## src/task_file_pkg.sv

```systemverilog
// Shared constants and types for the parallel host port task-file decode
package task_file_pkg;

  // Clock and timing
  localparam int CLK_PERIOD_NS = 20;
  localparam int BSY_SET_MAX_NS = 400;
  localparam int BSY_SET_MAX_CYC = BSY_SET_MAX_NS / CLK_PERIOD_NS;
  localparam int RESET_MIN_US = 25;
  localparam int RESET_MIN_CYC = (RESET_MIN_US * 1000 + CLK_PERIOD_NS - 1) / CLK_PERIOD_NS;

  // Address indexes on the three device address lines
  localparam logic [2:0] IDX_DATA = 3'h0;
  localparam logic [2:0] IDX_ERR_FEAT = 3'h1;
  localparam logic [2:0] IDX_COUNT = 3'h2;
  localparam logic [2:0] IDX_SECNUM = 3'h3;
  localparam logic [2:0] IDX_CYL_LOW = 3'h4;
  localparam logic [2:0] IDX_CYL_HIGH = 3'h5;
  localparam logic [2:0] IDX_DEV_HEAD = 3'h6;
  localparam logic [2:0] IDX_STAT_CMD = 3'h7;
  localparam logic [2:0] IDX_ALT_CTL = 3'h6;
  localparam logic [2:0] IDX_DEV_ADDR = 3'h7;

  // Field positions and reset values
  localparam int STAT_BSY_BIT = 7;
  localparam int DEV_ADDR_FLOAT_BIT = 7;
  localparam logic [7:0] REG_RESET = 8'h00;
  localparam logic [15:0] WORD_RESET = 16'h0000;
  localparam logic [15:0] DRIVE_NONE = 16'hFFFF;
  localparam logic [15:0] MASK_WORD = 16'hFFFF;
  localparam logic [15:0] MASK_BYTE = 16'h00FF;
  localparam logic [15:0] MASK_DEV_ADDR = 16'h007F;
  localparam logic [15:0] MASK_NONE = 16'h0000;

  // Decoded register selection
  typedef enum logic [3:0] {
    REG_NONE = 4'h0,
    REG_DATA = 4'h1,
    REG_ERROR = 4'h2,
    REG_FEATURES = 4'h3,
    REG_COUNT = 4'h4,
    REG_SECNUM = 4'h5,
    REG_CYL_LOW = 4'h6,
    REG_CYL_HIGH = 4'h7,
    REG_DEV_HEAD = 4'h8,
    REG_STATUS = 4'h9,
    REG_COMMAND = 4'hA,
    REG_ALT_STATUS = 4'hB,
    REG_DEV_CONTROL = 4'hC,
    REG_DEV_ADDR = 4'hD
  } reg_sel_type;

endpackage

```

## src/task_file_sel_if.sv

```systemverilog
// Selection bundle between the host port top and its address decoder
`timescale 1ns/10ps
interface task_file_sel_if;
  import task_file_pkg::*;
  logic cs0_n;
  logic cs1_n;
  logic [2:0] idx;
  reg_sel_type rd_sel;
  reg_sel_type wr_sel;
  logic data_hit;
  modport decoder (input cs0_n, input cs1_n, input idx,
                   output rd_sel, output wr_sel, output data_hit);
  modport user (output cs0_n, output cs1_n, output idx,
                input rd_sel, input wr_sel, input data_hit);
endinterface

```

## src/pin_sync.sv

```systemverilog
// Two-stage synchroniser for a group of host pins
`timescale 1ns/10ps
module pin_sync #(
  parameter int WIDTH = 8,
  parameter logic [WIDTH-1:0] RST_VAL = '1
) (
  input wire logic clk,
  input wire logic rst,
  input wire logic [WIDTH-1:0] pins,
  output logic [WIDTH-1:0] synced
);

  logic [WIDTH-1:0] meta_ff;
  logic [WIDTH-1:0] sync_ff;

  // First stage feeds only the second stage
  always_ff @(posedge clk) begin
    if (rst) begin
      meta_ff <= RST_VAL;
      sync_ff <= RST_VAL;
    end else begin
      meta_ff <= pins;
      sync_ff <= meta_ff;
    end
  end

  assign synced = sync_ff;

endmodule

```

## src/task_file_decoder.sv

```systemverilog
// Combinational chip-select and index decode of the task file
`timescale 1ns/10ps
module task_file_decoder (
  task_file_sel_if.decoder sel
);
  import task_file_pkg::*;

  // Same map serves reads and writes, only the direction differs
  function automatic reg_sel_type decode(input logic cs0_n, input logic cs1_n,
                                         input logic [2:0] idx, input logic wr);
    reg_sel_type r;
    r = REG_NONE;
    if (cs0_n == cs1_n) begin
      r = REG_NONE;
    end else if (!cs0_n) begin
      case (idx)
        IDX_DATA: r = REG_DATA;
        IDX_ERR_FEAT: r = wr ? REG_FEATURES : REG_ERROR;
        IDX_COUNT: r = REG_COUNT;
        IDX_SECNUM: r = REG_SECNUM;
        IDX_CYL_LOW: r = REG_CYL_LOW;
        IDX_CYL_HIGH: r = REG_CYL_HIGH;
        IDX_DEV_HEAD: r = REG_DEV_HEAD;
        IDX_STAT_CMD: r = wr ? REG_COMMAND : REG_STATUS;
        default: r = REG_NONE;
      endcase
    end else begin
      case (idx)
        IDX_ALT_CTL: r = wr ? REG_DEV_CONTROL : REG_ALT_STATUS;
        IDX_DEV_ADDR: r = wr ? REG_NONE : REG_DEV_ADDR;
        default: r = REG_NONE;
      endcase
    end
    return r;
  endfunction

  // Decode is purely combinational on selects and index
  assign sel.rd_sel = decode(sel.cs0_n, sel.cs1_n, sel.idx, 1'b0);
  assign sel.wr_sel = decode(sel.cs0_n, sel.cs1_n, sel.idx, 1'b1);
  assign sel.data_hit = (sel.rd_sel == REG_DATA);

endmodule

```

## src/task_file_port.sv

```systemverilog
// Host port task-file register block of the disk controller
// Summary of operation
// - Low select reaches all registers except alternate status, control and address.
// - Both selects negated or both asserted: no register read or write.
// - Low select index 0 reads and writes the 16-bit sector buffer path.
// - Index 1: read gives error flags, write loads features.
// - Index 2: reads and writes reach the same sector count.
// - Index 3: sector number, also block address bits 0 to 7.
// - Index 4: cylinder low, also block address bits 8 to 15.
// - Index 5: cylinder high, also block address bits 16 to 23.
// - Index 6: device/head, also carrying block address bits 24 to 27.
// - Index 7: read gives status, write loads a command.
// - High select index 6: read alternate status, write device control.
// - High select at indexes 0 to 5 floats the bus and ignores writes.
// - Legacy drive address is readable; writes there are ignored.
// - Legacy drive address read never drives data bit 7.
// - Wide-transfer indication asserted whenever the data register is addressed outside ECC byte mode.
// - Wide indication stays inactive during byte-wide ECC transfers.
// - Busy status set within 400 ns after reset line goes inactive.
// - Unused bits are left undriven on reads; unused written bits are ignored.
`timescale 1ns/10ps
module task_file_port (
  input wire logic clk,
  input wire logic rst,
  // Host pins
  input wire logic host_cs0_n,
  input wire logic host_cs1_n,
  input wire logic [2:0] host_idx,
  input wire logic host_rd_n,
  input wire logic host_wr_n,
  input wire logic host_reset_n,
  input wire logic [15:0] dd_in,
  output logic [15:0] dd_out,
  output logic [15:0] dd_oe_n,
  output logic wide_out,
  output logic wide_oe_n,
  // Controller side
  input wire logic ecc_byte_mode,
  input wire logic busy_clear,
  input wire logic [7:0] status_in,
  input wire logic [7:0] error_in,
  input wire logic [7:0] drive_addr_in,
  input wire logic [15:0] buf_rd_data,
  output logic buf_rd_adv,
  output logic [15:0] buf_wr_data,
  output logic buf_wr_stb,
  output logic [7:0] features_out,
  output logic [7:0] sector_count_out,
  output logic [7:0] sector_number_out,
  output logic [7:0] cyl_low_out,
  output logic [7:0] cyl_high_out,
  output logic [7:0] dev_head_out,
  output logic [7:0] command_out,
  output logic command_stb,
  output logic [7:0] dev_control_out,
  output logic hw_reset_stb,
  output logic busy
);
  import task_file_pkg::*;

  localparam int SYNC_W = 24;

  logic [SYNC_W-1:0] sync_q;
  logic s_cs0_n, s_cs1_n, s_rd_n, s_wr_n, s_reset_n;
  logic [2:0] s_idx;
  logic [15:0] s_dd;
  logic rd_active, wr_rise, rd_rise, reset_rise, wide_now;
  logic [15:0] rd_word, rd_mask;
  logic [7:0] status_word;

  logic wr_prev_ff, rd_prev_ff, reset_prev_ff;
  reg_sel_type wr_sel_ff, rd_sel_ff;
  logic [15:0] wr_dat_ff;
  logic [15:0] dd_out_ff, dd_oe_n_ff;
  logic wide_oe_n_ff, wide_out_ff;
  logic buf_rd_adv_ff, buf_wr_stb_ff, command_stb_ff, hw_reset_stb_ff, busy_ff;
  logic [15:0] buf_wr_data_ff;
  logic [7:0] features_ff, sector_count_ff, sector_number_ff, cyl_low_ff;
  logic [7:0] cyl_high_ff, dev_head_ff, command_ff, dev_control_ff;

  task_file_sel_if sel ();

  // Every host pin is synchronised before decode
  pin_sync #(.WIDTH(SYNC_W), .RST_VAL({8'hFF, 16'hFFFF})) u_sync (
    .clk(clk),
    .rst(rst),
    .pins({host_cs0_n, host_cs1_n, host_idx, host_rd_n, host_wr_n,
           host_reset_n, dd_in}),
    .synced(sync_q)
  );

  task_file_decoder u_dec (
    .sel(sel)
  );

  // Unpack synced pins and feed decoder
  assign s_cs0_n = sync_q[23];
  assign s_cs1_n = sync_q[22];
  assign s_idx = sync_q[21:19];
  assign s_rd_n = sync_q[18];
  assign s_wr_n = sync_q[17];
  assign s_reset_n = sync_q[16];
  assign s_dd = sync_q[15:0];
  assign sel.cs0_n = s_cs0_n;
  assign sel.cs1_n = s_cs1_n;
  assign sel.idx = s_idx;

  // Strobe edges; write acts on the rising edge of the write strobe
  assign rd_active = !s_rd_n;
  assign wr_rise = s_wr_n && !wr_prev_ff;
  assign rd_rise = s_rd_n && !rd_prev_ff;
  assign reset_rise = s_reset_n && !reset_prev_ff;
  assign wide_now = sel.data_hit && !ecc_byte_mode;

  // Busy bit overrides the controller's status bit 7
  assign status_word = {busy_ff, status_in[STAT_BSY_BIT-1:0]};

  // Read data and per-bit drive mask
  always_comb begin
    rd_word = WORD_RESET;
    rd_mask = MASK_NONE;
    case (sel.rd_sel)
      REG_DATA: begin
        rd_word = ecc_byte_mode ? {8'h00, buf_rd_data[7:0]} : buf_rd_data;
        rd_mask = ecc_byte_mode ? MASK_BYTE : MASK_WORD;
      end
      REG_ERROR: begin
        rd_word = {8'h00, error_in};
        rd_mask = MASK_BYTE;
      end
      REG_COUNT: begin
        rd_word = {8'h00, sector_count_ff};
        rd_mask = MASK_BYTE;
      end
      REG_SECNUM: begin
        rd_word = {8'h00, sector_number_ff};
        rd_mask = MASK_BYTE;
      end
      REG_CYL_LOW: begin
        rd_word = {8'h00, cyl_low_ff};
        rd_mask = MASK_BYTE;
      end
      REG_CYL_HIGH: begin
        rd_word = {8'h00, cyl_high_ff};
        rd_mask = MASK_BYTE;
      end
      REG_DEV_HEAD: begin
        rd_word = {8'h00, dev_head_ff};
        rd_mask = MASK_BYTE;
      end
      REG_STATUS, REG_ALT_STATUS: begin
        rd_word = {8'h00, status_word};
        rd_mask = MASK_BYTE;
      end
      REG_DEV_ADDR: begin
        // Bit 7 left floating to avoid a shared floppy controller
        rd_word = {9'h000, drive_addr_in[DEV_ADDR_FLOAT_BIT-1:0]};
        rd_mask = MASK_DEV_ADDR;
      end
      default: begin
        rd_word = WORD_RESET;
        rd_mask = MASK_NONE;
      end
    endcase
  end

  // Edge history and write capture while the strobe is low
  always_ff @(posedge clk) begin
    if (rst) begin
      wr_prev_ff <= 1'b1;
      rd_prev_ff <= 1'b1;
      reset_prev_ff <= 1'b1;
      wr_sel_ff <= REG_NONE;
      rd_sel_ff <= REG_NONE;
      wr_dat_ff <= WORD_RESET;
    end else begin
      wr_prev_ff <= s_wr_n;
      rd_prev_ff <= s_rd_n;
      reset_prev_ff <= s_reset_n;
      // Address may move right after the strobe, so hold the last low-phase view
      if (!s_wr_n) begin
        wr_sel_ff <= sel.wr_sel;
        wr_dat_ff <= s_dd;
      end
      if (rd_active) begin
        rd_sel_ff <= sel.rd_sel;
      end
    end
  end

  // Pin drive; enables are low while driving
  always_ff @(posedge clk) begin
    if (rst) begin
      dd_out_ff <= WORD_RESET;
      dd_oe_n_ff <= DRIVE_NONE;
      wide_oe_n_ff <= 1'b1;
      wide_out_ff <= 1'b0;
    end else begin
      dd_out_ff <= rd_word;
      dd_oe_n_ff <= rd_active ? ~rd_mask : DRIVE_NONE;
      wide_oe_n_ff <= !wide_now;
      wide_out_ff <= 1'b0;
    end
  end

  // Register writes on the strobe's rising edge
  always_ff @(posedge clk) begin
    if (rst) begin
      features_ff <= REG_RESET;
      sector_count_ff <= REG_RESET;
      sector_number_ff <= REG_RESET;
      cyl_low_ff <= REG_RESET;
      cyl_high_ff <= REG_RESET;
      dev_head_ff <= REG_RESET;
      command_ff <= REG_RESET;
      dev_control_ff <= REG_RESET;
      buf_wr_data_ff <= WORD_RESET;
    end else if (wr_rise) begin
      case (wr_sel_ff)
        REG_DATA: buf_wr_data_ff <= ecc_byte_mode ? {8'h00, wr_dat_ff[7:0]} : wr_dat_ff;
        REG_FEATURES: features_ff <= wr_dat_ff[7:0];
        REG_COUNT: sector_count_ff <= wr_dat_ff[7:0];
        REG_SECNUM: sector_number_ff <= wr_dat_ff[7:0];
        REG_CYL_LOW: cyl_low_ff <= wr_dat_ff[7:0];
        REG_CYL_HIGH: cyl_high_ff <= wr_dat_ff[7:0];
        REG_DEV_HEAD: dev_head_ff <= wr_dat_ff[7:0];
        REG_COMMAND: command_ff <= wr_dat_ff[7:0];
        REG_DEV_CONTROL: dev_control_ff <= wr_dat_ff[7:0];
        default: ;
      endcase
    end
  end

  // One-cycle strobes toward the controller and the busy flag
  always_ff @(posedge clk) begin
    if (rst) begin
      buf_wr_stb_ff <= 1'b0;
      buf_rd_adv_ff <= 1'b0;
      command_stb_ff <= 1'b0;
      hw_reset_stb_ff <= 1'b0;
      busy_ff <= 1'b0;
    end else begin
      buf_wr_stb_ff <= wr_rise && (wr_sel_ff == REG_DATA);
      buf_rd_adv_ff <= rd_rise && (rd_sel_ff == REG_DATA);
      command_stb_ff <= wr_rise && (wr_sel_ff == REG_COMMAND);
      hw_reset_stb_ff <= reset_rise;
      // Reset pin holds busy, so it is already set on release; set beats clear
      if (!s_reset_n) begin
        busy_ff <= 1'b1;
      end else if (busy_clear) begin
        busy_ff <= 1'b0;
      end
    end
  end

  assign dd_out = dd_out_ff;
  assign dd_oe_n = dd_oe_n_ff;
  assign wide_out = wide_out_ff;
  assign wide_oe_n = wide_oe_n_ff;
  assign buf_rd_adv = buf_rd_adv_ff;
  assign buf_wr_data = buf_wr_data_ff;
  assign buf_wr_stb = buf_wr_stb_ff;
  assign features_out = features_ff;
  assign sector_count_out = sector_count_ff;
  assign sector_number_out = sector_number_ff;
  assign cyl_low_out = cyl_low_ff;
  assign cyl_high_out = cyl_high_ff;
  assign dev_head_out = dev_head_ff;
  assign command_out = command_ff;
  assign command_stb = command_stb_ff;
  assign dev_control_out = dev_control_ff;
  assign hw_reset_stb = hw_reset_stb_ff;
  assign busy = busy_ff;
endmodule

```

## config.mk

```make
export PLATFORM = sky130hd
export DESIGN_NAME = task_file_port
export DESIGN_NICKNAME = d
export VERILOG_FILES = /design/src/task_file_pkg.sv /design/src/task_file_sel_if.sv /design/src/pin_sync.sv /design/src/task_file_decoder.sv /design/src/task_file_port.sv
export SDC_FILE = /design/constraint.sdc
export NUM_CORES = 1
export LEC_CHECK = 0
export BUFFER_PORTS_ARGS = -buffer_cell sky130_fd_sc_hd__buf_2
export CAP_MARGIN = 20
export CORE_MARGIN = 1.5
export CORE_UTILIZATION = 30
export DETAILED_ROUTE_END_ITERATION = 16
export GPL_ROUTABILITY_DRIVEN = 0
export SLEW_MARGIN = 40
export SYNTH_ARGS = -nofsm -noshare
export SYNTH_HDL_FRONTEND = slang
export SYNTH_HIERARCHICAL = 1
export SYNTH_SLANG_ARGS = --single-unit
```

## constraint.sdc

```tcl
create_clock -name clk -period 2.6 [get_ports clk]
set_input_delay 0.26 -clock clk [delete_from_list [all_inputs] [get_ports clk]]
set_output_delay 0.26 -clock clk [all_outputs]
set_load 0.05 [all_outputs]
```

==> summary by stage, run 1 <==
Run status
The flow ran to the end, and the final reports show no timing, DRC or antenna violations.

Cells and area
The number of antenna repair diodes is 0. The post-layout instance count excluding filler cells is approximately 1.2k. Compared with the post-synthesis result, the final layout area differs by 26.8%. Leaving out fill and tap cells, the most frequent cells in the layout are 182 x buf_2, 180 x dfxtp_1, 83 x nand2_1. The final-stage net count is a little under 1k. Of the cells placed in the final design, the portion with a size suffix greater than 1 is about a third. The commonest non-fill, non-tap cell in the layout is buf_2.

Min path
The min-delay analysis places its worst path in the category in2reg. The number of cells on the worst hold path is 2. The endpoint with the worst hold slack is u_sync/meta_ff[3]$_SDFF_PP1_. The source of the worst hold timing path is dd_in[3].

Place
Once placement completed, the tool counted placed cells totaling 1,188. The final HPWL from detailed placement is between 10,000 and 15,000 um. The count of port buffers added during placement is between 150 and 200.

Detailed routing
The number of vias per cell after detailed routing is between 4 and 5. The number of DRC markers in iteration 0 is between 300 and 400. The first detailed-routing pass ran for 5 iterations. The routed layout has 5,703 vias.

Dividing the detail-routed wire length by the instance count gives between 15 and 20 um. Summed over all layers, the routed wires come to 19,600 um. The number of remaining DRC errors is 0.

The count of nets left with antenna violations once routing finished came out at 0.

Logic synthesis
The mean cell area of the mapped netlist is between 9 and 10 um2. Ranked by total cell area, the synthesized netlist is headed by dfxtp_1 51%, mux2i_1 7.7%, nand2_1 4.4%. The count of different cell masters after synthesis is 57.

Summed over all instances, the cell type with the most area after synthesis is dfxtp_1. The dominant synthesized flop cell is dfxtp_1. Of all flip-flops after synthesis, the portion carrying an async set or reset was 0%. For this run, the number of Yosys warnings is 6. The number of enable flip-flop cells after synthesis is 0. The number of nets in the synthesized netlist is about 820. The gate count of the mapped netlist is 745. The area fraction of the dominant cell type after synthesis is about half. Sequential cells were found to cover approximately half of the synthesized design area. The cell area after synthesis is approximately 0.007 mm2.

In this run, synthesis produced a sequential element count of 180.

Timing
The headroom to the max-slew limit is around 48%. Setup repair after global routing left no endpoint under its margin. Hold is met by 0.0142 ns. The final hold violation count was 0. The transition time at the pin with the least slew margin is 0.780 ns. Adding up every negative setup slack in the final design gives 0 ns. The max-slew violation total from the final report is 0.

For the finished layout, the period the worst path requires is 2.40 ns. The final critical path takes up approximately 92% of the cycle. The final worst clock skew is 0.0100 ns.

Setup violations remaining at the end of the flow were counted as 0. The achievable clock frequency is about 0.42 GHz.

CTS
The number of buffers added for setup after CTS is 0. The maximum clock path buffer count is 2. Clock tree synthesis found a total of between 150 and 200 sinks.

The count of H-tree levels built during CTS is 4. The number of buffers added by the clock tree synthesis step is 17. The library cell used as clock root buffer is clkbuf_16. For the worst-skew pair, the clock arrives at the later sink with an insertion delay of roughly 0.43 ns.

After clock tree synthesis, the clock-pin slew on the worst setup and hold paths is roughly 0.080 ns. The clock tree from TritonCTS is yes.

Setup path
The endpoint of the worst register-to-register path is dd_out[4]$_SDFF_PP0_. The worst setup path is of the reg2reg kind. The maximum fanout encountered on the critical timing path is 30. The launching point of the worst reg2reg path is u_sync/synced[19]$_SDFF_PP1_. The worst path required time is a little under 3 ns. The delay of the slowest critical-path stage is between 0.4 and 0.5 ns. The startpoint type of the worst setup path is a flop. For the worst flop-to-flop path, the logic depth is 10. STA classifies the critical path endpoint as a flop. The data arrival time of the critical path is 2.76 ns. The signal on the critical path passes through inv_1 > ha_1 > nor2_2 > o22ai_1 > a22o_1 > buf_12 > or3b_2 > a21oi_2 > a221oi_1 > a31oi_1. The flop-to-flop setup slack is between 0.2 and 0.25 ns. The cell with the biggest individual delay on the critical path is or3b_2.

Global routing
Summed over all layers, the global routing overflow is 0. The initial antenna violation count is 0. The wire length of the first global-routing pass is ~30,000 um. The pin count of the biggest net entering global routing is 70. The number of global-route vias before repair came to 5,259.

The global-route usage over all layers is 16.1%.

Die
In this run the horizontal extent of the chip is between 150 and 200 um. The I/O pin count is 187. The site row count is 55. The placeable core region is ~0.023 mm2.

The die is approximately 160 um tall. The die covers ~0.024 mm2. The initial core utilization is a little under a third.

Power
Of the total power, the share spent switching nets is 25.7%. The overall power is 5.85 mW. The design internal power is 4.35 mW. The static power due to leakage is between 3 and 4 nW. Of the total power, combinational logic draws under 10%. The worst-case IR drop observed on VDD is ~430 uV. Sequential cells burn just under 50% of the power.

For this design the ratio of total power to cell area is between 600 and 700 mW/mm2. The net switching power figure is around 1.5 mW. The part of the total power dissipated in the clock network is a little under half.

Flow run
The tool flagged a number of max-cap violations equal to 0.
==> power by group through the flow <==
stage | combinational (mW) | clock, mW | sequential, mW
after CTS | 0.339 | 2.71 | 2.87
after floorplan | 0.215 | 0 | 2.91
after detailed placement | 0.321 | 0 | 2.93
after global routing | 0.373 | 2.82 | 2.87
final | 0.341 | 2.64 | 2.87
after global placement | 0.318 | 0 | 2.93
==> metal layers <==
metal	share of wire (%)	vias to the layer above	track usage (%)
li1	-	2839	-
met1	47	2649	21.3
met2	46	200	26.3
met3	5.7	15	3.58
met4	1.3	0	4.94
met5	0	-	0
==> cell families (layout without fill, tap and decap cells) <==
group                      after synthesis  count (layout)  share of synthesized area (%)
and+or+nand+nor                        318             318                           23.9
DFF                                    180             180                           51.5
AOI/OAI and AO/OA                      110             110                           9.94
other                                    1               1                         0.0536
adders and majority gates                5               5                          0.893
buffers and inverters                   75             252                           5.66
muxes                                   56              56                           8.04
==> worst max-delay path by stage <==
stage	slack [ns]	start	end
finish	0.20	u_sync/synced[19]$_SDFF_PP1_	dd_out[4]$_SDFF_PP0_
global route	0.01	u_sync/synced[19]$_SDFF_PP1_	dd_out[0]$_SDFF_PP0_
CTS	0.11	u_sync/synced[19]$_SDFF_PP1_	dd_out[4]$_SDFF_PP0_
detailed placement	0.13	u_sync/synced[19]$_SDFF_PP1_	dd_out[4]$_SDFF_PP0_
global placement	0.12	u_sync/synced[20]$_SDFF_PP1_	dd_out[5]$_SDFF_PP0_
floorplan	0.48	u_sync/synced[19]$_SDFF_PP1_	dd_out[0]$_SDFF_PP0_
==> cells in the mapped netlist, drive strengths merged, types with 6 or more instances <==
master  number
a22oi        7
mux2i       54
or2         56
a22o        14
clkbuf      33
nand3       41
nand2b       6
nor2b       12
buf         39
nand3b       8
dfxtp      180
nand2       86
nor2        66
a31oi        8
a21oi       60
and2         9
==> final cells by class <==
type                       instances  area [um2]
inverter                           3        11.3
multi-input combinational        490        3040
fill                            2307       13900
timing repair buffer             217        1220
sequential                       180        3600
tap                              313         392
clock buffer                      17         425
clock inverter                    15         186
==> sequential cells by signal (all words and copies together), names as in the netlist, 3 cells and up <==
name and flops:
dev_head_out 8, u_sync/synced 24, dd_out 16, rd_sel_ff 4, dd_oe_n 3, dev_control_out 8, cyl_high_out 8, buf_wr_data 16
command_out 8, features_out 8, wr_dat_ff 16, wr_sel_ff 4, cyl_low_out 8, u_sync/meta_ff 24, sector_count_out 8, sector_number_out 8
==> metrics by stage <==
step	instance area (um2)	setup slack, ns	utilization (%)
5_1_grt	8880	0.0138	39.0
3_3_place_gp	8080	0.117	35.5
2_1_floorplan	7000	0.476	-
6_report	8880	0.204	39.0
3_5_place_dp	8090	0.126	35.5
4_1_cts	8850	0.105	38.8
==> repair_timing <==
item	in CTS	in global routing
hold buffers	15	0
endpoints found under the hold margin	15	0
setup endpoints to repair	0	15
gates resized for setup	0	8
==> worst max-delay path: cells and delay by family (launching register included) <==
| family | cells | cell delay, ns |
|---|---|---|
| compound gates | 5 | 0.81 |
| fa+ha+maj | 1 | 0.23 |
| buf+inv | 2 | 0.27 |
| flops | 1 | 0.39 |
| simple gates | 2 | 0.62 |
Note: power is estimated with default switching activity, not from simulation.
==> run 2, diff against run 1 <==
--- a/config.mk
+++ b/config.mk
@@ -5,6 +5,7 @@
 export SDC_FILE = /design/constraint.sdc
 export NUM_CORES = 1
 export LEC_CHECK = 0
+export ABC_AREA = 1
 export BUFFER_PORTS_ARGS = -buffer_cell sky130_fd_sc_hd__buf_2
 export CAP_MARGIN = 20
 export CORE_MARGIN = 1.5
==> summary by stage, run 2 <==
Global routing
The residual overflow from global routing is 0. The wire length of the first global-routing pass is just under 30,000 um. The number of global-route vias before repair came to roughly 5.6k. Entering global routing, the biggest net connects 61 pins. Global routing used approximately 15% of the available tracks. The initial antenna violation count is 0.

Timing
Setup violations remaining at the end of the flow were counted as 0. The worst-case hold slack is between 0.015 and 0.02 ns. The final hold violation count came to 0.

The setup total negative slack is 0 ns. Clock skew on the completed layout was measured at between 0.007 and 0.008 ns. The headroom to the max-slew limit is about half.

Subtracting the final worst setup slack from the clock period gives ~2.3 ns. Setup repair after global routing left no endpoint under its margin. For the pin with the worst max-slew slack, the measured transition is 0.727 ns.

The max-slew violation total from the final report is 0. The final critical path takes up ~90% of the cycle. The achievable clock frequency is between 0.4 and 0.5 GHz.

Power
For this design the ratio of total power to cell area is 666 mW/mm2. Of the total power, registers draw just under 50%. The design draws about 6 mW.

The peak supply drop is 353 uV. Of the total power, the share spent switching nets is roughly a quarter. The net switching power figure is approximately 1.4 mW.

Combinational logic is responsible for 6.6% of the overall power. The design internal power is approximately 4.5 mW. Summed over all cells, the static leakage comes to 4.04 nW. The part of the total power dissipated in the clock network is between 40 and 50%.

Flow run
Across the run, the number of max-cap violations was 0.

Logic synthesis
Averaged over all synthesized cells, the footprint is between 7 and 8 um2. Synthesis inferred 180 register bits. Counting distinct cell types in the post-synthesis netlist gives 29.

The cell type with the highest aggregate area in the netlist is dfxtp_1. The number of nets in the synthesized netlist is around 1,000. The number of enable flip-flop cells after synthesis is 0. Counting flops with an async set or reset pin after synthesis yields a share of 0%. The cell area after synthesis is roughly 0.007 mm2. The gate count of the mapped netlist is between 800 and 900.

In the post-synthesis netlist, the biggest area contributors are dfxtp_1 51%, nand3_1 8.8%, nand2_1 7.5%. Yosys instantiated no cell more often than dfxtp_1. The portion of the post-synthesis area used by sequential elements is approximately 51%.

In the synthesized netlist the dominant register cell turns out to be dfxtp_1. After synthesis, the largest area contributor takes up around 50% of total cell area. Ranked by instance count, the synthesized netlist is headed by 180 x dfxtp_1, 140 x nand2_1, 124 x nand3_1.

Yosys printed 6 warnings.

Setup path
Traced cell by cell, the critical path runs through ha_1 > nand2_2 > nand2_1 > nor2_1 > nor2_1 > inv_2 > nor2_4 > nand2_1 > nor2_1 > nor2_1 > a21oi_1. The delay of the slowest critical-path stage is roughly 0.43 ns. The classification of the worst setup path is reg2reg.

The cell seen most often among critical-path stages is nor2_1. The data arrival time of the critical path is between 2 and 3 ns. The capturing element type of the critical path is a flop. The worst path required time is ~3.0 ns.

The cell with the biggest individual delay on the critical path is dfxtp_1. STA classifies the critical path startpoint as a flop. In this run the worst path has a maximum fanout of 10.

CTS
At the later pin of the worst-skew pair, clock insertion delay measures approximately 0.42 ns. TritonCTS built the clock tree. The clock sink count is 180. The library cell used as clock root buffer is clkbuf_16.

The clock passes through at most 2 buffers. The clock transition at the register clock pins on the worst setup and hold paths after CTS is around 0.070 ns. The count of instances resized after the clock tree is built is 0. TritonCTS created 17 clock buffers. In this run the number of H-tree levels came out at 4.

Cells and area
In the layout the commonest cells are 183 x buf_2, 180 x dfxtp_1, 140 x nand2_1. The sequential cells in the finished layout cover a total of 0.00360 mm2. Cells with a size suffix above 1 make up around a quarter of the layout. Leaving out fill and tap cells, the most frequent cell in the layout is buf_2.

With fillers left out, the area of the finished cells amounts to 0.00884 mm2. The area growth from synthesis to layout is 25.7%. The footprint of the multi-input gates is ~0.0026 mm2. Counting the fill cells in the layout gives ~2.4k. 0 antenna diodes ended up in the layout. At the end of the flow, the number of nets in the layout was 1,139.

Once layout is complete, the cells apart from fillers number between 1k and 1.5k.

Detailed routing
The count of TritonRoute iterations in the first routing pass is 4. The first routing iteration left ~420 violations. The routed layout has approximately 6k vias. The routed wire length per instance is ~14 um. The number of vias per cell after detailed routing is about 4.4. The final wirelength is roughly 19,000 um. The post-route antenna net violation count is 0. The number of remaining DRC errors is 0.

Place
The instance area after placement is slightly above 0.008 mm2. The final HPWL from detailed placement is about 13,000 um. The count of port buffers added during placement is 183. Once placement completed, the tool counted placed cells totaling between 1k and 1.5k.

Die
Measured along the x axis, the die boundary spans around 160 um. In this run the count of I/O pins placed on the die edge is between 150 and 200. The floorplan step set the die height to around 160 um. The die area is between 0.02 and 0.025 mm2.

The placeable core region is around 0.023 mm2. The initial core utilization is 30.8%. The site row count is between 50 and 60.

Min path
The tightest min-delay check is of the in2reg type.

Run status
The run finished with clean final reports.
run 2: cell count changes after synthesis, moves of 20 or more:
cell / before / now
a21oi_1: 60 / 97
o21ai_0: 3 / 55
nand3_1: 40 / 124
inv_1: 3 / 119
or2_2: 36 / 1
or2_1: 20 / 0
mux2i_1: 54 / 0
nand2_1: 83 / 140
run 2: timing repair:
| item | 4_1_cts | 5_1_grt |
|---|---|---|
| buffers inserted | 0 | 0 |
| hold buffers | 16 | 0 |
| endpoints found under the hold margin | 16 | 0 |
run 2: per-layer routing:
metal / vias up / part of all wire [%] / wire length (um) / track usage (%)
met5: - / 0 / 0 / 0
met4: 0 / 0.49 / 92 / 3.54
met3: 8 / 5.8 / 1100 / 4.06
met2: 158 / 48 / 9100 / 26.6
met1: 2799 / 45 / 8550 / 19.1
li1: 3185 / - / - / -
run 2: power groups by stage:
stage / sequential [mW] / clock [mW] / combinational (mW)
after floorplan: 2.92 / 0 / 0.246
after global placement: 2.93 / 0 / 0.369
final: 2.86 / 2.64 / 0.387
after detailed placement: 2.93 / 0 / 0.371
after global routing: 2.87 / 2.81 / 0.434
after CTS: 2.87 / 2.71 / 0.390
run 2: worst paths after layout:
check                                             startpoint                             to  slack (ns)  cells after the start
worst max-delay path            u_sync/synced[20]$_SDFF_PP1_           dd_out[1]$_SDFF_PP0_        0.29                     11
worst min-delay path                              host_cs1_n  u_sync/meta_ff[22]$_SDFF_PP1_        0.02                      3
worst max register to register  u_sync/synced[20]$_SDFF_PP1_           dd_out[1]$_SDFF_PP0_        0.29                     11
worst min register to register      reset_prev_ff$_SDFF_PP1_        hw_reset_stb$_SDFF_PP0_        0.40                      1
run 2: critical path, delay by kind of cell, from the launching register on:
kind,cells,cell delay [ns]
AOI/OAI and AO/OA,1,0.14
adders and majority gates,1,0.20
buffers and inverters,1,0.12
DFF,1,0.43
and+or+nand+nor,8,1.33
run 2: kinds of logic after synthesis:
kind of cell	Yosys count	synth area share, %
AND/OR/NAND/NOR	351	22.7
buffers and inverters	191	12.1
flip-flops	180	51.2
AO/OA/AOI/OAI	170	13.0
adder cells (fa/ha/maj)	5	0.890
other	1	0.0533
run 2: layout make-up:
cell class / count / area share [%]
clock buffer: 20 / 5.28
clock inverter: 12 / 1.61
inverter: 127 / 5.39
multi-input combinational: 527 / 29.2
sequential: 180 / 40.8
tap: 313 / 4.43
timing repair buffer: 213 / 13.4
run 2: per-stage QoR:
| step | utilization [%] | setup slack (ns) |
|---|---|---|
| after global routing | 38.7 | 0.0235 |
| after floorplan | - | 0.694 |
| after detailed placement | 35.3 | 0.299 |
| final | 38.7 | 0.286 |
| after global placement | 35.3 | 0.340 |
| after CTS | 38.7 | 0.286 |
